===== src/arith_datapath_pkg.sv =====
// Shared types and constants for the accumulator arithmetic datapath
package arith_datapath_pkg;

   ////////////////////////////////////////////////////////////////////////////
   // Operations and operand addressing modes
   typedef enum logic [3:0] {
      OP_ADD = 4'h0,
      OP_ADD_WITH_CARRY = 4'h1,
      OP_SUBTRACT_WITH_BORROW = 4'h2,
      OP_INCREMENT = 4'h3,
      OP_DECREMENT = 4'h4,
      OP_INC_DATA_POINTER = 4'h5,
      OP_MULTIPLY = 4'h6,
      OP_DIVIDE = 4'h7,
      OP_DECIMAL_ADJUST = 4'h8,
      OP_BIT_READ = 4'h9,
      OP_CODE_INDEX = 4'hA
   } arith_op_type;

   typedef enum logic [2:0] {
      MODE_ACC = 3'h0,
      MODE_BANK_REG = 3'h1,
      MODE_DIRECT = 3'h2,
      MODE_INDIRECT = 3'h3,
      MODE_IMMEDIATE = 3'h4
   } addr_mode_type;

   ////////////////////////////////////////////////////////////////////////////
   // Carriers
   typedef struct packed {
      arith_op_type op;
      addr_mode_type mode;
      logic [2:0] reg_sel;      // Bank register, or pointer register in bit 0
      logic [7:0] operand_byte; // Direct address, immediate value or bit address
   } cmd_type;

   typedef struct packed {
      logic carry;
      logic aux_carry;
      logic overflow;
   } flags_type;

   typedef struct packed {
      logic acc_we;
      logic [7:0] acc;
      logic b_we;
      logic [7:0] b;
      logic dp_we;
      logic [15:0] dp;
      logic carry_we;
      logic carry;
   } load_type;

   ////////////////////////////////////////////////////////////////////////////
   // Execution lengths in cycles
   localparam logic [2:0] LEN_ARITH_REG = 3'h1;
   localparam logic [2:0] LEN_ARITH_MEM = 3'h2;
   localparam logic [2:0] LEN_STEP_ACC = 3'h1;
   localparam logic [2:0] LEN_STEP_REG = 3'h2;
   localparam logic [2:0] LEN_STEP_MEM = 3'h3;
   localparam logic [2:0] LEN_INC_DATA_POINTER = 3'h1;
   localparam logic [2:0] LEN_MULTIPLY = 3'h2;
   localparam logic [2:0] LEN_DIVIDE = 3'h6;
   localparam logic [2:0] LEN_DECIMAL_ADJUST = 3'h3;
   localparam logic [2:0] LEN_BIT_READ = 3'h2;
   localparam logic [2:0] LEN_CODE_INDEX = 3'h5;
   localparam logic [2:0] CNT_FIRST = 3'h1;

   // Instruction lengths in bytes
   localparam logic [1:0] BYTES_ONE = 2'h1;
   localparam logic [1:0] BYTES_TWO = 2'h2;

   ////////////////////////////////////////////////////////////////////////////
   // Bit space and decimal correction
   localparam logic [7:0] BIT_RAM_BASE = 8'h20;
   localparam logic [7:0] BIT_SPECIAL_MASK = 8'hF8;
   localparam logic [3:0] BCD_DIGIT_MAX = 4'h9;
   localparam logic [7:0] BCD_FIX_LO = 8'h06;
   localparam logic [7:0] BCD_FIX_HI = 8'h60;

endpackage


===== src/accumulator_arith_datapath.sv =====
// Arithmetic execution and operand addressing for an 8-bit accumulator core
//
// What this block does
// - Direct mode addresses RAM/special registers by byte.
// - Indirect uses pointer register; data pointer is 16-bit.
// - Register mode picks one of eight bank registers.
// - Implied accumulator operands; immediate value from instruction.
// - Indexed reads program memory at pointer plus accumulator.
// - Bit mode picks one of 256 bits.
// - Add lengths: register 1/1, indirect 2, direct/immediate 2/2.
// - Add-with-carry includes carry, same lengths as add.
// - Subtract-with-borrow: register 1 cycle, others 2.
// - Increment: accumulator 1, register 2, memory 3 cycles.
// - Decrement: accumulator 1, register 2, memory 3 cycles.
// - Data pointer increment: whole 16 bits, one cycle.
// - Multiply accumulator by B in 2 cycles.
// - Divide accumulator by B in 6 cycles.
// - Decimal adjust accumulator in 3 cycles.
`timescale 1ns/100ps
`default_nettype none

module accumulator_arith_datapath
   import arith_datapath_pkg::*;
(
   // Clock and reset
   input wire logic clk_sys_i,
   input wire logic reset_i,
   // Command handshake
   input wire logic cmd_valid_i,
   input wire cmd_type cmd_i,
   output logic cmd_ready_o,
   output logic done_o,
   output logic [1:0] instr_bytes_o,
   // Register bank select from the status word
   input wire logic [1:0] bank_sel_i,
   // State loads from other execution units
   input wire load_type load_i,
   // Internal RAM and special register port, read in the same cycle
   output logic [7:0] mem_addr_o,
   output logic mem_wr_o,
   output logic [7:0] mem_wdata_o,
   input wire logic [7:0] mem_rdata_i,
   // Program memory port, read in the same cycle
   output logic [15:0] code_addr_o,
   input wire logic [7:0] code_rdata_i,
   // Architectural state
   output logic [7:0] acc_o,
   output logic [7:0] b_o,
   output flags_type flags_o,
   output logic parity_o,
   output logic [15:0] data_pointer_reg_o,
   output logic bit_value_o
);

   typedef enum logic [1:0] {
      ST_IDLE = 2'b01,
      ST_RUN = 2'b10
   } state_type;

   state_type state, next_state;
   logic [2:0] cnt, next_cnt;
   logic [2:0] len, next_len;
   cmd_type cmd_q, next_cmd_q;
   logic [1:0] instr_bytes, next_instr_bytes;
   logic [7:0] ptr, next_ptr;
   logic [7:0] opnd_q, next_opnd_q;
   logic [7:0] acc, next_acc;
   logic [7:0] b, next_b;
   flags_type flags, next_flags;
   logic parity, next_parity;
   logic [15:0] data_pointer_reg, next_data_pointer_reg;
   logic [15:0] code_addr, next_code_addr;
   logic bit_value, next_bit_value;

   logic [7:0] alu_operand;
   logic [7:0] alu_acc;
   logic [7:0] alu_b;
   flags_type alu_flags;
   logic [7:0] alu_step;
   logic is_step;
   logic last_cycle;
   logic [7:0] bit_byte_addr;

   ////////////////////////////////////////////////////////////////////////////
   // Length tables

   // Execution cycles per operation and addressing form
   function automatic logic [2:0] cycle_len(input cmd_type c);
      begin
         case (c.op)
            OP_ADD, OP_ADD_WITH_CARRY, OP_SUBTRACT_WITH_BORROW: begin
               cycle_len = (c.mode == MODE_BANK_REG) ? LEN_ARITH_REG : LEN_ARITH_MEM;
            end
            OP_INCREMENT, OP_DECREMENT: begin
               case (c.mode)
                  MODE_ACC: cycle_len = LEN_STEP_ACC;
                  MODE_BANK_REG: cycle_len = LEN_STEP_REG;
                  default: cycle_len = LEN_STEP_MEM;
               endcase
            end
            OP_INC_DATA_POINTER: cycle_len = LEN_INC_DATA_POINTER;
            OP_MULTIPLY: cycle_len = LEN_MULTIPLY;
            OP_DIVIDE: cycle_len = LEN_DIVIDE;
            OP_DECIMAL_ADJUST: cycle_len = LEN_DECIMAL_ADJUST;
            OP_BIT_READ: cycle_len = LEN_BIT_READ;
            default: cycle_len = LEN_CODE_INDEX;
         endcase
      end
   endfunction

   // Instruction bytes, so the fetch logic can step past the operand
   function automatic logic [1:0] byte_len(input cmd_type c);
      begin
         case (c.op)
            OP_ADD, OP_ADD_WITH_CARRY, OP_SUBTRACT_WITH_BORROW: begin
               byte_len = ((c.mode == MODE_DIRECT) || (c.mode == MODE_IMMEDIATE)) ? BYTES_TWO : BYTES_ONE;
            end
            OP_INCREMENT, OP_DECREMENT: begin
               byte_len = (c.mode == MODE_DIRECT) ? BYTES_TWO : BYTES_ONE;
            end
            OP_BIT_READ: byte_len = BYTES_TWO;
            default: byte_len = BYTES_ONE;
         endcase
      end
   endfunction

   ////////////////////////////////////////////////////////////////////////////
   // Operand addressing

   // Lower bit space lives in RAM, upper half in byte-aligned special registers
   assign bit_byte_addr = cmd_q.operand_byte[7] ? (cmd_q.operand_byte & BIT_SPECIAL_MASK)
                        : (BIT_RAM_BASE + {4'h0, cmd_q.operand_byte[6:3]});

   // Address is combinational so a one-cycle form can read and commit at once
   always_comb begin
      mem_addr_o = 8'h00;
      if (state == ST_RUN) begin
         if (cmd_q.op == OP_BIT_READ) begin
            mem_addr_o = bit_byte_addr;
         end else begin
            case (cmd_q.mode)
               MODE_BANK_REG: mem_addr_o = {3'b000, bank_sel_i, cmd_q.reg_sel};
               MODE_DIRECT: mem_addr_o = cmd_q.operand_byte;
               MODE_INDIRECT: begin
                  // First cycle fetches the pointer register itself
                  mem_addr_o = (cnt == CNT_FIRST) ? {3'b000, bank_sel_i, 2'b00, cmd_q.reg_sel[0]} : ptr;
               end
               default: mem_addr_o = 8'h00;
            endcase
         end
      end
   end

   // Operand source for the arithmetic unit
   always_comb begin
      case (cmd_q.mode)
         MODE_ACC: alu_operand = acc;
         MODE_IMMEDIATE: alu_operand = cmd_q.operand_byte;
         default: alu_operand = is_step ? opnd_q : mem_rdata_i;
      endcase
   end

   assign is_step = (cmd_q.op == OP_INCREMENT) || (cmd_q.op == OP_DECREMENT);
   assign last_cycle = (state == ST_RUN) && (cnt == len);

   arith_unit u_arith (
      .op_i(cmd_q.op),
      .acc_i(acc),
      .b_i(b),
      .operand_i(alu_operand),
      .flags_i(flags),
      .acc_o(alu_acc),
      .b_o(alu_b),
      .flags_o(alu_flags),
      .step_o(alu_step)
   );

   ////////////////////////////////////////////////////////////////////////////
   // Sequencer and architectural state, next values
   always_comb begin
      next_state = state;
      next_cnt = cnt;
      next_len = len;
      next_cmd_q = cmd_q;
      next_instr_bytes = instr_bytes;
      next_ptr = ptr;
      next_opnd_q = opnd_q;
      next_acc = acc;
      next_b = b;
      next_flags = flags;
      next_data_pointer_reg = data_pointer_reg;
      next_code_addr = code_addr;
      next_bit_value = bit_value;
      // Loads from other units yield to a commit in the same cycle
      if (load_i.acc_we) next_acc = load_i.acc;
      if (load_i.b_we) next_b = load_i.b;
      if (load_i.dp_we) next_data_pointer_reg = load_i.dp;
      if (load_i.carry_we) next_flags.carry = load_i.carry;
      case (state)
         ST_IDLE: begin
            if (cmd_valid_i) begin
               next_state = ST_RUN;
               next_cnt = CNT_FIRST;
               next_len = cycle_len(cmd_i);
               next_cmd_q = cmd_i;
               next_instr_bytes = byte_len(cmd_i);
               next_code_addr = data_pointer_reg + {8'h00, acc};
            end
         end
         ST_RUN: begin
            if ((cmd_q.mode == MODE_INDIRECT) && (cnt == CNT_FIRST)) begin
               next_ptr = mem_rdata_i;
            end
            // Read-modify-write forms capture the byte one cycle before writing
            if (cnt == len - CNT_FIRST) begin
               next_opnd_q = mem_rdata_i;
            end
            if (cnt == len) begin
               next_state = ST_IDLE;
               case (cmd_q.op)
                  OP_INCREMENT, OP_DECREMENT: begin
                     if (cmd_q.mode == MODE_ACC) begin
                        next_acc = alu_step;
                     end
                  end
                  OP_INC_DATA_POINTER: next_data_pointer_reg = data_pointer_reg + 16'h0001;
                  OP_BIT_READ: next_bit_value = mem_rdata_i[cmd_q.operand_byte[2:0]];
                  OP_CODE_INDEX: next_acc = code_rdata_i;
                  default: begin
                     next_acc = alu_acc;
                     next_b = alu_b;
                     next_flags = alu_flags;
                  end
               endcase
            end else begin
               next_cnt = cnt + CNT_FIRST;
            end
         end
         default: next_state = ST_IDLE;
      endcase
      next_parity = ^next_acc;
   end

   // Registers
   always_ff @(posedge clk_sys_i) begin
      if (reset_i) begin
         state <= ST_IDLE;
         cnt <= 3'h0;
         len <= 3'h0;
         cmd_q <= '0;
         instr_bytes <= 2'h0;
         ptr <= 8'h00;
         opnd_q <= 8'h00;
         acc <= 8'h00;
         b <= 8'h00;
         flags <= '0;
         parity <= 1'b0;
         data_pointer_reg <= 16'h0000;
         code_addr <= 16'h0000;
         bit_value <= 1'b0;
      end else begin
         state <= next_state;
         cnt <= next_cnt;
         len <= next_len;
         cmd_q <= next_cmd_q;
         instr_bytes <= next_instr_bytes;
         ptr <= next_ptr;
         opnd_q <= next_opnd_q;
         acc <= next_acc;
         b <= next_b;
         flags <= next_flags;
         parity <= next_parity;
         data_pointer_reg <= next_data_pointer_reg;
         code_addr <= next_code_addr;
         bit_value <= next_bit_value;
      end
   end

   ////////////////////////////////////////////////////////////////////////////
   // Outputs
   assign cmd_ready_o = (state == ST_IDLE);
   assign done_o = last_cycle;
   assign mem_wr_o = last_cycle && is_step && (cmd_q.mode != MODE_ACC);
   assign mem_wdata_o = alu_step;
   assign instr_bytes_o = instr_bytes;
   assign code_addr_o = code_addr;
   assign acc_o = acc;
   assign b_o = b;
   assign flags_o = flags;
   assign parity_o = parity;
   assign data_pointer_reg_o = data_pointer_reg;
   assign bit_value_o = bit_value;

endmodule // accumulator_arith_datapath

`default_nettype wire


===== src/arith_unit.sv =====
// Combinational arithmetic unit: add, subtract, step, multiply, divide, decimal adjust
`timescale 1ns/100ps
`default_nettype none

module arith_unit
   import arith_datapath_pkg::*;
(
   // Operation and operands
   input wire arith_op_type op_i,
   input wire logic [7:0] acc_i,
   input wire logic [7:0] b_i,
   input wire logic [7:0] operand_i,
   input wire flags_type flags_i,
   // Results
   output logic [7:0] acc_o,
   output logic [7:0] b_o,
   output flags_type flags_o,
   output logic [7:0] step_o
);

   logic [8:0] sum;
   logic [4:0] low_sum;
   logic [8:0] diff;
   logic [4:0] low_diff;
   logic [15:0] product;
   logic [8:0] adj;
   logic cin;

   ////////////////////////////////////////////////////////////////////////////
   // Result selection
   always_comb begin
      acc_o = acc_i;
      b_o = b_i;
      flags_o = flags_i;
      cin = (op_i == OP_ADD_WITH_CARRY) ? flags_i.carry : 1'b0;
      sum = {1'b0, acc_i} + {1'b0, operand_i} + {8'h00, cin};
      low_sum = {1'b0, acc_i[3:0]} + {1'b0, operand_i[3:0]} + {4'h0, cin};
      diff = {1'b0, acc_i} - {1'b0, operand_i} - {8'h00, flags_i.carry};
      low_diff = {1'b0, acc_i[3:0]} - {1'b0, operand_i[3:0]} - {4'h0, flags_i.carry};
      product = acc_i * b_i;
      adj = {1'b0, acc_i};
      step_o = (op_i == OP_DECREMENT) ? operand_i - 8'h01 : operand_i + 8'h01;
      case (op_i)
         OP_ADD, OP_ADD_WITH_CARRY: begin
            acc_o = sum[7:0];
            flags_o.carry = sum[8];
            flags_o.aux_carry = low_sum[4];
            flags_o.overflow = (acc_i[7] == operand_i[7]) && (sum[7] != acc_i[7]);
         end
         OP_SUBTRACT_WITH_BORROW: begin
            acc_o = diff[7:0];
            flags_o.carry = diff[8];
            flags_o.aux_carry = low_diff[4];
            flags_o.overflow = (acc_i[7] != operand_i[7]) && (diff[7] != acc_i[7]);
         end
         OP_MULTIPLY: begin
            acc_o = product[7:0];
            b_o = product[15:8];
            flags_o.carry = 1'b0;
            flags_o.overflow = (product[15:8] != 8'h00);
         end
         OP_DIVIDE: begin
            flags_o.carry = 1'b0;
            // Zero divisor leaves both registers untouched
            if (b_i == 8'h00) begin
               flags_o.overflow = 1'b1;
            end else begin
               acc_o = acc_i / b_i;
               b_o = acc_i % b_i;
               flags_o.overflow = 1'b0;
            end
         end
         OP_DECIMAL_ADJUST: begin
            // Low digit first, its carry may ripple into the high digit
            if ((acc_i[3:0] > BCD_DIGIT_MAX) || flags_i.aux_carry) begin
               adj = {1'b0, acc_i} + {1'b0, BCD_FIX_LO};
            end
            if ((adj[7:4] > BCD_DIGIT_MAX) || adj[8] || flags_i.carry) begin
               adj = adj + {1'b0, BCD_FIX_HI};
            end
            acc_o = adj[7:0];
            flags_o.carry = flags_i.carry | adj[8];
         end
         default: begin
            acc_o = acc_i;
         end
      endcase
   end

endmodule // arith_unit

`default_nettype wire


===== config.mk =====
export PLATFORM = sky130hd
export DESIGN_NAME = accumulator_arith_datapath
export DESIGN_NICKNAME = d
export VERILOG_FILES = /design/src/arith_datapath_pkg.sv /design/src/accumulator_arith_datapath.sv /design/src/arith_unit.sv
export SDC_FILE = /design/constraint.sdc
export NUM_CORES = 1
export LEC_CHECK = 0
export BUFFER_PORTS_ARGS = -buffer_cell sky130_fd_sc_hd__clkbuf_2
export CORE_MARGIN = 2
export CORE_UTILIZATION = 50
export DETAILED_ROUTE_END_ITERATION = 7
export PLACE_DENSITY = 0.71
export REMOVE_ABC_BUFFERS = 1
export SLEW_MARGIN = 20
export SYNTH_ARGS = -nofsm -noshare
export SYNTH_HDL_FRONTEND = slang
export SYNTH_HIERARCHICAL = 1
export SYNTH_SLANG_ARGS = --single-unit

===== constraint.sdc =====
create_clock -name clk_sys_i -period 16.65 [get_ports clk_sys_i]
set_input_delay 2.4975 -clock clk_sys_i [delete_from_list [all_inputs] [get_ports clk_sys_i]]
set_output_delay 2.4975 -clock clk_sys_i [all_outputs]
set_load 0.03 [all_outputs]

==> reports/metrics.csv, run 1 <==
stage;metric;value;unit
clock_tree;Clk pin slew, worst setup/hold paths;0.08;ns
clock_tree;Resize count post-CTS;0;
timing;setup slack after layout;2.79;ns
synthesis;Synth Area in Compound Gates;21.3;%
floorplan;Core ar.;22000;um^2
detailed_routing;Routed WL;34.0;mm
synthesis;share of the yosys chip area belonging to registers;17.3;%
synthesis;async set-or-reset flop fraction in the synthesized netlist;0;%
timing;Max Slew Vio Count;0;
critical_path;startpoint types;flip-flop;
grt;largest net degree at the start of global routing;97;
synthesis;Synth area leaders;dfxtp_1 17%, ha_1 13%, fa_1 7.7%;
timing;Worst Tran Pin Value;1.08;ns
grt;initial antenna violation count;1;
clock_tree;CTS Buf Count;9;
clock_tree;Post-CTS Hold Buffers;0;
synthesis;Netlist cell types;86;
timing;Max Clock Freq;72.2;MHz
worst_hold_path;Worst Hold Class;reg -> reg;
placed_design;GPL Wtd Cong;0.893;
detailed_routing;M1 WL;14.9;mm
flow_run;max cap viols;0;
critical_path;reg-to-reg endpoint;parity_o;
timing;RSZ-0062 raised after global routing;false;
critical_path;Register-to-Register Path Depth;53;
detailed_routing;WL per Instance;18.8;um
clock_tree;Max clock buf depth;2;
grt;global-route wire length before repair;54.9;mm
synthesis;Synth area leader;dfxtp_1;
layout;Nets;1760;
critical_path;Worst EP required;16.88;ns
timing;aggregate negative setup slack;0;ns
layout;Area Growth Syn to Fin;10.8;%
detailed_routing;routed vias;10900;
placed_design;placed cell areas;12100;um^2
placed_design;Setup WS pre-CTS;2.69;ns
clock_tree;root buf cell;clkbuf_16;
clock_tree;TritonCTS clock tree;yes;
synthesis;Post-Syn Area;11200;um^2
clock_tree;Setup Fix Bufs, Post-CTS;0;
critical_path;flop-to-flop setup slack;2.79;ns
grt;grt ovf;0;
worst_hold_path;hold path depth;2;
floorplan;Die ar.;23700;um^2
power_and_ir_drop;Final Power;0.00180;W
timing;final hold vios;0;
grt;Tot GR Track Use;28.6;%
timing;Final setup viols;0;
floorplan;IO Pins;150;
floorplan;initial core utilization;51.1;%
detailed_routing;top routing layer in use;met4;
timing;Final min period;13.86;ns
layout;number of fill cells in the layout;2067;
detailed_routing;DRC Markers;0;
synthesis;EDFF count, synth;0;
timing;clock skew;0.0181;ns
floorplan;Die Height;154;um
synthesis;largest family of logic cells by synthesized area;compound AO/OA/AOI/OAI gates;
worst_hold_path;hold endpoint;cmd_q[10];
critical_path;crit-path max cell delay;0.69;ns
floorplan;Rows;54;
detailed_routing;drt via density;6.01;
detailed_routing;drt first pass iters;7;
timing;Final period util;83.2;%
power_and_ir_drop;leakage;5.83;nW
clock_tree;CTS H-tree depth;3;
layout;Post-Layout Inst Area;12400;um^2
synthesis;Synth Register Bits;97;
synthesis;Ys Warns;6;
synthesis;mux cell area share after synthesis;8.12;%
detailed_routing;Antenna Violating Nets Remaining;0;
critical_path;slowest CP cell;or4_4;
worst_hold_path;HP Start;cmd_q[10];
placed_design;Port Buffers;149;
synthesis;post-synthesis cell count;1421;
outcome;run status;finished, final reports clean;
layout;layout cells sized above 1;16.4;%
detailed_routing;met2 routed WL;15.2;mm
synthesis;share of the synthesized area in the top cell type;17.3;%
power_and_ir_drop;Power Density;144;nW/um^2
power_and_ir_drop;Max VDD drop;0.153;mV
detailed_routing;Met3 Wirelength;2.83;mm
critical_path;Worst EP arrival;14.08;ns
critical_path;CP Class;reg -> reg;
synthesis;Adder-Cell Fraction of Synth Area;20.8;%
critical_path;Setup crit end kind;flip-flop;
placed_design;Detailed Place HPWL;25.7;mm
detailed_routing;Starting DRT DRC Count;947;
synthesis;Avg Synthesized Cell Area;7.90;um^2
floorplan;die width;154;um
synthesis;xor and xnor area share after synthesis;6.16;%
timing;Worst slew margin;28.0;%
clock_tree;Clock Latency Late Sink;0.37;ns
critical_path;reg2reg start;b_o[7];
critical_path;Critical Path Fanout Max;13;
synthesis;Top FF cell, synth;dfxtp_1;
grt;vias in the first global route;10400;
clock_tree;CTS Sinks;97;
synthesis;Synth Area in Simple Gates;19.8;%
flip-flops by register name, indices dropped and copies added, names as in the netlist, 8 cells and up:
register            count
ptr                     8
data_pointer_reg_o     16
code_addr_o            16
b_o                     8
cmd_q                  18
acc_o                   8
opnd_q                  8
worst max-delay path, delay by kind of cell (launching register included):
kind / cells / cell delay (ns)
DFF: 1 / 0.46
muxes: 3 / 1.13
and+or+nand+nor: 16 / 4.52
adders and majority gates: 7 / 2.02
xor gates and xnor gates: 3 / 0.44
AOI/OAI and AO/OA: 23 / 5.08
buffers and inverters: 1 / 0.08
worst max-delay path by stage:
stage / from / to
global placement: b_o[7] / parity_o
finish: b_o[7] / parity_o
floorplan: b_o[7] / parity_o
global route: b_o[7] / parity_o
CTS: b_o[7] / parity_o
detailed placement: b_o[7] / parity_o
synthesized netlist by cell type (29+ instances only):
| cell type | instances |
|---|---|
| nor2_1 | 154 |
| mux2i_1 | 48 |
| o21ai_0 | 58 |
| ha_1 | 118 |
| xnor2_1 | 56 |
| a21oi_1 | 101 |
| clkbuf_1 | 61 |
| fa_1 | 43 |
| dfxtp_1 | 97 |
| nor3_1 | 37 |
| inv_1 | 99 |
| mux2_2 | 29 |
| nand2_1 | 144 |
cell type report:
cell class | count | area [um^2] | share of cell area [%]
Multi-Input combinational cell | 1143 | 8570 | 68.9
Timing Repair Buffer | 168 | 891 | 7.16
Sequential cell | 97 | 1940 | 15.6
Inverter | 104 | 390 | 3.14
Tap cell | 280 | 350 | 2.82
Antenna cell | 1 | 2.50 | 0.0201
Clock inverter | 7 | 73.8 | 0.593
Clock buffer | 9 | 225 | 1.81
report_power, final:
part	leakage (nW)	switching [W]	internal, W
sequential	0.795	0.0000190	0.000245
clock	0.148	0.000111	0.000108
combinational	4.88	0.000745	0.000568
routing by layer:
| metal | vias up | GRT usage [%] |
|---|---|---|
| met5 | - | 0 |
| met4 | 0 | 10.3 |
| met3 | 64 | 6.34 |
| met2 | 434 | 45.8 |
| met1 | 5129 | 38.1 |
| li1 | 5241 | - |
cells by family after synthesis:
| kind of cell | Yosys count |
|---|---|
| simple gates | 469 |
| flops | 97 |
| compound gates | 351 |
| mux | 83 |
| fa+ha+maj | 161 |
| buf+inv | 181 |
| xor+xnor | 79 |
per-stage QoR:
step	hold slack (ns)	util, %	std cells
final	0.459	56.7	1809
after global routing	0.472	56.6	1808
after CTS	0.461	56.6	1808
after detailed placement	0.449	55.2	1792
after global placement	0.440	55.2	1792
after floorplan	0.427	-	1344
placed cells by master, fill, tap and decap left out, types with 8 or more instances in the layout:
| cell type | netlist | routed |
|---|---|---|
| dfxtp_1 | 97 | 97 |
| a221o_1 | 8 | 8 |
| a211oi_1 | 25 | 25 |
| fa_1 | 43 | 43 |
| nor2_1 | 154 | 154 |
| buf_4 | 0 | 20 |
| clkbuf_2 | 0 | 148 |
| o21ai_0 | 58 | 58 |
| clkbuf_16 | 0 | 9 |
| nor3_1 | 37 | 37 |
| nor3b_1 | 13 | 13 |
| a221oi_1 | 15 | 15 |
| inv_1 | 99 | 99 |
| nand2_1 | 144 | 143 |
| mux2i_1 | 48 | 48 |
| nor2b_1 | 13 | 13 |
| a22oi_1 | 14 | 14 |
| a21o_1 | 19 | 19 |
| nand2b_1 | 10 | 10 |
| ha_1 | 118 | 118 |
| nand3_1 | 27 | 27 |
| o21a_1 | 23 | 23 |
| or3_1 | 9 | 9 |
| a21oi_1 | 101 | 101 |
| and3_1 | 9 | 9 |
| xor2_1 | 23 | 23 |
| o211ai_1 | 14 | 14 |
| mux2_2 | 29 | 29 |
| xnor2_1 | 56 | 56 |
Note: power is estimated with default switching activity, not from simulation.
==> run 2, diff against run 1 <==
PLACE_DENSITY = 0.73   (was 0.71)
clock period = 12.15 ns   (was 16.65 ns; I/O delays follow)
==> reports/metrics.csv, run 2 (synthesis gave the netlist of run 1 again) <==
stage;metric;value;unit;change
detailed_routing;routed vias;11100;;+2.2%
power_and_ir_drop;Logic pwr share;75.7;%;+2.6 points
timing;final hold vios;0;;unchanged
power_and_ir_drop;Seq pwr share;13.3;%;-1.4 points
placed_design;Inst Count DP;1810;;+1.0%
floorplan;Die ar.;23700;um^2;unchanged
floorplan;Rows;54;;unchanged
grt;global-route wire length before repair;55.2;mm;+0.59%
grt;GR Util met2;48.1;%;+2.3 points
critical_path;Worst EP arrival;11.91;ns;-2.17 ns
floorplan;die width;154;um;unchanged
timing;Final min period;11.69;ns;-2.16 ns
grt;initial antenna violation count;0;;-1
floorplan;Core ar.;22000;um^2;unchanged
layout;Nets;1791;;+1.8%
clock_tree;Clk pin slew, worst setup/hold paths;0.08;ns;about the same
power_and_ir_drop;Power Density;211;nW/um^2;+46%
timing;Max Slew Vio Count;0;;unchanged
layout;commonest non-fill, non-tap cell in the layout;nor2_1;;
critical_path;crit-path max cell delay;0.56;ns;-0.13 ns
clock_tree;TritonCTS clock tree;yes;;
critical_path;Worst Setup SP;b_o[7];;
critical_path;reg2reg start;b_o[7];;
clock_tree;Clock Latency Late Sink;0.36;ns;about the same
layout;Top reg by flops;cmd_q;;
floorplan;IO Pins;150;;unchanged
placed_design;Port Buffers;149;;unchanged
detailed_routing;Starting DRT DRC Count;992;;+4.8%
worst_hold_path;Worst Hold Class;reg -> reg;;
layout;most frequent cells in the layout;152 x nor2_1, 148 x clkbuf_2, 143 x nand2_1;;
timing;hold slack;0.460;ns;+0.000371 ns
detailed_routing;Routed WL;34.7;mm;+2.0%
timing;setup slack after layout;0.456;ns;-2.34 ns
timing;Final period util;96.2;%;+13 points
power_and_ir_drop;leakage;5.98;nW;+2.6%
timing;Worst Tran Pin Value;1.07;ns;-0.0131 ns
critical_path;Setup crit end kind;flip-flop;;
power_and_ir_drop;clock network power share;11.0;%;-1.2 points
layout;ANT cells;0;;-1
clock_tree;CTS H-tree depth;3;;unchanged
clock_tree;Max clock buf depth;2;;unchanged
timing;clock skew;0.0164;ns;-0.00168 ns
detailed_routing;WL per Instance;18.9;um;+0.36%
critical_path;slowest CP cell;or4_4;;
grt;Tot GR Track Use;28.8;%;+0.16 points
layout;layout cells sized above 1;19.3;%;+2.9 points
power_and_ir_drop;Internal;0.00142;W;+54%
placed_design;Detailed Place HPWL;25.9;mm;+0.71%
detailed_routing;drt first pass iters;5;;-2
flow_run;max cap viols;0;;unchanged
timing;Max Clock Freq;85.5;MHz;+19%
clock_tree;root buf cell;clkbuf_16;;
critical_path;Worst EP required;12.36;ns;-4.52 ns
floorplan;Die Height;154;um;unchanged
power_and_ir_drop;sw power;0.00127;W;+46%
detailed_routing;Antenna Violating Nets Remaining;0;;unchanged
placed_design;GPL Wtd Cong;0.933;;+4.4%
critical_path;startpoint types;flip-flop;;
layout;Largest register FFs;18;;unchanged
grt;vias in the first global route;10700;;+2.5%
detailed_routing;drt via density;6.04;;+0.55%
power_and_ir_drop;switch share;47.3;%;-1.4 points
critical_path;Critical Path Fanout Max;6;;-7
placed_design;Setup WS pre-CTS;-0.290;ns;-2.98 ns
clock_tree;CTS Buf Count;9;;unchanged
power_and_ir_drop;Final Power;0.00269;W;+50%
clock_tree;Post-CTS Hold Buffers;0;;unchanged
worst_hold_path;HP Start;cmd_q[9];;
timing;Final setup viols;0;;unchanged
grt;grt ovf;0;;unchanged
grt;grt met3 use;5.61;%;-0.73 points
grt;met1 Usage GRT;37.1;%;-0.97 points
grt;largest net degree at the start of global routing;97;;unchanged
clock_tree;CTS Sinks;97;;unchanged
layout;number of fill cells in the layout;2031;;-1.7%
grt;GR peak layer;met2;;
power_and_ir_drop;Max VDD drop;0.196;mV;+28%
floorplan;initial core utilization;51.1;%;unchanged
critical_path;CP Class;reg -> reg;;
detailed_routing;DRC Markers;0;;unchanged
timing;Worst slew margin;28.9;%;+0.87 points
timing;aggregate negative setup slack;0;ns;unchanged
layout;Area Growth Syn to Fin;13.7;%;
layout;Non-Filler Instances;1839;;+1.7%
outcome;run status;finished, final reports clean;;
## run 2: cell count changes in the layout (fill, tap and decap cells not counted), sizes merged
| cell | change |
|---|---|
| buf | +31 |
| clkinv | +1 |
| diode | -1 |
| inv | -1 |
## run 2: final timing paths
kind | to | slack (ns) | cells past startpoint
min | cmd_q[9] | 0.46 | 2
min reg2reg | cmd_q[9] | 0.46 | 2
max | parity_o | 0.46 | 52
max reg2reg | parity_o | 0.46 | 52
## run 2: worst max-delay path, delay by kind of cell (launching register included)
kind | cells | cell delay (ns)
buffers and inverters | 2 | 0.35
xor gates and xnor gates | 3 | 0.43
muxes | 4 | 1.44
DFF | 1 | 0.32
AOI/OAI and AO/OA | 21 | 3.73
adders and majority gates | 7 | 1.91
and+or+nand+nor | 15 | 3.36
## run 2: power groups by stage
stage	sequential, W	combinational [W]	clock (W)
floorplan	0.000394	0.00134	0
global placement	0.000366	0.00179	0
detailed placement	0.000366	0.00180	0
CTS	0.000359	0.00186	0.000303
global route	0.000362	0.00221	0.000318
finish	0.000359	0.00204	0.000296
## run 2: final cells by class
type	count	area (um^2)	area share (%)
repair buffers	199	1120	8.80
inverters	104	390	3.06
well taps	280	350	2.74
multi-input cells	1143	8670	67.8
clock buffers	9	225	1.76
flip-flops and latches	97	1940	15.2
clock inverters	7	76.3	0.598
## run 2: repair_timing
item,in CTS,in global routing
pin swaps,0,6
resized for setup,3,23
buffers inserted,1,12
endpoints found under the setup margin,1,10
## run 2: per-layer routing
layer	routed length [um]	share of wire [%]
met2	16200	47
met5	0	0
met4	1130	3.3
met3	2840	8.2
met1	14500	42
## run 2: per-stage QoR
| stage | cell area, um^2 | utilization [%] |
|---|---|---|
| 2_1_floorplan | 10900 | - |
| 3_3_place_gp | 12300 | 55.9 |
| 3_5_place_dp | 12300 | 55.9 |
| 4_1_cts | 12600 | 57.3 |
| 5_1_grt | 12800 | 58.2 |
| 6_report | 12800 | 58.2 |
==> run 3, diff against run 2 <==
BUFFER_PORTS_ARGS = -buffer_cell sky130_fd_sc_hd__buf_2   (was -buffer_cell sky130_fd_sc_hd__clkbuf_2)
==> reports/metrics.csv, run 3 (synthesis gave the netlist of run 1 again) <==
stage;metric;value;unit;change
outcome;run status;finished, final reports clean;;
critical_path;flop-to-flop setup slack;0.42;ns;-0.04 ns
floorplan;Die Height;154;um;unchanged
detailed_routing;DRC Markers;0;;unchanged
flow_run;max cap viols;0;;unchanged
grt;initial antenna violation count;1;;+1
power_and_ir_drop;Final Power;0.00270;W;+0.22%
critical_path;reg-to-reg endpoint;parity_o;;
power_and_ir_drop;Power Density;211;nW/um^2;+0.14%
critical_path;CP Capture Point;parity_o;;
timing;clock skew;0.0126;ns;-0.00388 ns
layout;Nets;1792;;+0.056%
critical_path;Crit path max-delay family;simple AND/OR/NAND/NOR gates;;
timing;Max Slew Vio Count;0;;unchanged
clock_tree;TritonCTS clock tree;yes;;
placed_design;placed cell areas;12300;um^2;unchanged
floorplan;die width;154;um;unchanged
floorplan;Die ar.;23700;um^2;unchanged
power_and_ir_drop;leakage;6.01;nW;+0.55%
clock_tree;Clk pin slew, worst setup/hold paths;0.08;ns;about the same
timing;final hold vios;0;;unchanged
grt;Tot GR Track Use;29.0;%;+0.25 points
critical_path;CP Depth;53;;+1.9%
clock_tree;root buf cell;clkbuf_16;;
clock_tree;CTS Buf Count;9;;unchanged
critical_path;reg2reg start;b_o[7];;
layout;Largest register FFs;18;;unchanged
grt;largest net degree at the start of global routing;97;;unchanged
grt;grt ovf;0;;unchanged
floorplan;Rows;54;;unchanged
detailed_routing;Starting DRT DRC Count;1005;;+1.3%
clock_tree;Post-CTS Hold Buffers;0;;unchanged
power_and_ir_drop;Seq pwr share;13.3;%;about the same
critical_path;Worst EP required;12.36;ns;about the same
layout;number of fill cells in the layout;2008;;-1.1%
power_and_ir_drop;Internal;0.00141;W;-0.51%
detailed_routing;drt first pass iters;7;;+2
grt;vias in the first global route;10800;;+1.2%
layout;Area Growth Syn to Fin;13.8;%;about the same
detailed_routing;Routed WL;34.7;mm;+0.11%
power_and_ir_drop;Logic pwr share;75.6;%;about the same
critical_path;Critical Path Fanout Max;6;;unchanged
floorplan;initial core utilization;51.1;%;unchanged
layout;Top reg by flops;cmd_q;;
worst_hold_path;Worst Hold Class;reg -> reg;;
layout;Post-Layout Inst Area;12800;um^2;about the same
critical_path;startpoint types;flip-flop;;
timing;Final period util;96.6;%;+0.32 points
placed_design;Detailed Place HPWL;25.8;mm;about the same
critical_path;Buf/Inv on CP;3;;+1
critical_path;slowest CP cell;nor4_1;;
detailed_routing;drt via density;6.05;;+0.15%
clock_tree;Clock Latency Late Sink;0.36;ns;about the same
placed_design;Port Buffers;149;;unchanged
placed_design;GPL Wtd Cong;0.933;;about the same
timing;Final min period;11.73;ns;+0.0385 ns
layout;ANT cells;0;;unchanged
layout;commonest non-fill, non-tap cell in the layout;nor2_1;;
power_and_ir_drop;switch share;47.7;%;+0.38 points
power_and_ir_drop;clock network power share;11.1;%;about the same
detailed_routing;Antenna Violating Nets Remaining;0;;unchanged
floorplan;Core ar.;22000;um^2;unchanged
critical_path;CP Class;reg -> reg;;
grt;global-route wire length before repair;55.5;mm;+0.55%
critical_path;Setup crit end kind;flip-flop;;
power_and_ir_drop;sw power;0.00129;W;+1.0%
placed_design;Setup WS pre-CTS;-0.276;ns;+0.0133 ns
timing;setup slack after layout;0.417;ns;-0.0385 ns
critical_path;Worst Setup SP;b_o[7];;
clock_tree;Max clock buf depth;2;;unchanged
timing;Worst Tran Pin Value;1.06;ns;-0.00461 ns
critical_path;crit-path max cell delay;0.64;ns;+0.08 ns
timing;Max Clock Freq;85.2;MHz;-0.33%
critical_path;Register-to-Register Path Depth;53;;+1.9%
critical_path;Worst EP arrival;11.95;ns;+0.04 ns
detailed_routing;WL per Instance;18.9;um;about the same
layout;multi-input logic area;8670;um^2;about the same
timing;Final setup viols;0;;unchanged
power_and_ir_drop;Max VDD drop;0.222;mV;+13%
floorplan;IO Pins;150;;unchanged
timing;Worst slew margin;29.2;%;+0.31 points
layout;register area;1940;um^2;unchanged
detailed_routing;routed vias;11100;;+0.21%
clock_tree;CTS H-tree depth;3;;unchanged
clock_tree;CTS Sinks;97;;unchanged
layout;layout cells sized above 1;19.3;%;about the same
layout;most frequent cells in the layout;152 x nor2_1, 148 x buf_2, 143 x nand2_1;;
## run 3: area by class of cell
cell class | instances | area share [%]
Timing Repair Buffer | 200 | 8.85
Tap cell | 280 | 2.74
Inverter | 104 | 3.05
Sequential cell | 97 | 15.2
Clock inverter | 7 | 0.597
Multi-Input combinational cell | 1143 | 67.8
Clock buffer | 9 | 1.76
## run 3: worst reg2reg max path, delay by kind of cell, from the launching register on
family	cells	cell delay (ns)
AOI/OAI and AO/OA	20	3.13
xor gates and xnor gates	3	0.44
adders and majority gates	7	1.94
buffers and inverters	3	0.47
DFF	1	0.32
muxes	3	1.04
and+or+nand+nor	17	4.22
## run 3: power by group through the flow
stage                     Sequential (W)  Combinational [W]  Clock, W
after floorplan                 0.000394            0.00134         0
after global placement          0.000365            0.00178         0
after detailed placement        0.000366            0.00180         0
after CTS                       0.000358            0.00186  0.000304
after global routing            0.000361            0.00221  0.000313
final                           0.000359            0.00204  0.000299
## run 3: stage by stage
stage	util (%)	hold WS (ns)	setup TNS (ns)	std cells
finish	58.2	0.459	0	1840
global route	58.2	0.479	-0.0703	1840
CTS	57.3	0.462	0	1827
detailed placement	55.9	0.447	-0.276	1810
global placement	55.9	0.438	0	1810
floorplan	-	0.427	-0.323	1344
## run 3: how the worst min path moves through the flow
stage                   startpoint             end  cells past startpoint
floorplan                 cmd_q[8]        cmd_q[8]                      2
global placement    code_addr_o[6]  code_addr_o[6]                      2
detailed placement  code_addr_o[3]  code_addr_o[3]                      2
CTS                 code_addr_o[3]  code_addr_o[3]                      2
global route        code_addr_o[3]  code_addr_o[3]                      2
finish              code_addr_o[0]  code_addr_o[0]                      2
## run 3: repair_timing
item	4_1_cts	5_1_grt
endpoints found under the setup margin	1	10
resized for setup	3	24
pin swaps	0	11
setup buffers	1	13
## run 3: layer usage
layer	wire length [um]	vias to the layer above	global-route usage, %
met1	14500	5282	37.2
met3	2810	82	5.55
met2	16000	478	47.3
li1	-	5290	-
met4	1400	0	13.6
met5	0	-	0
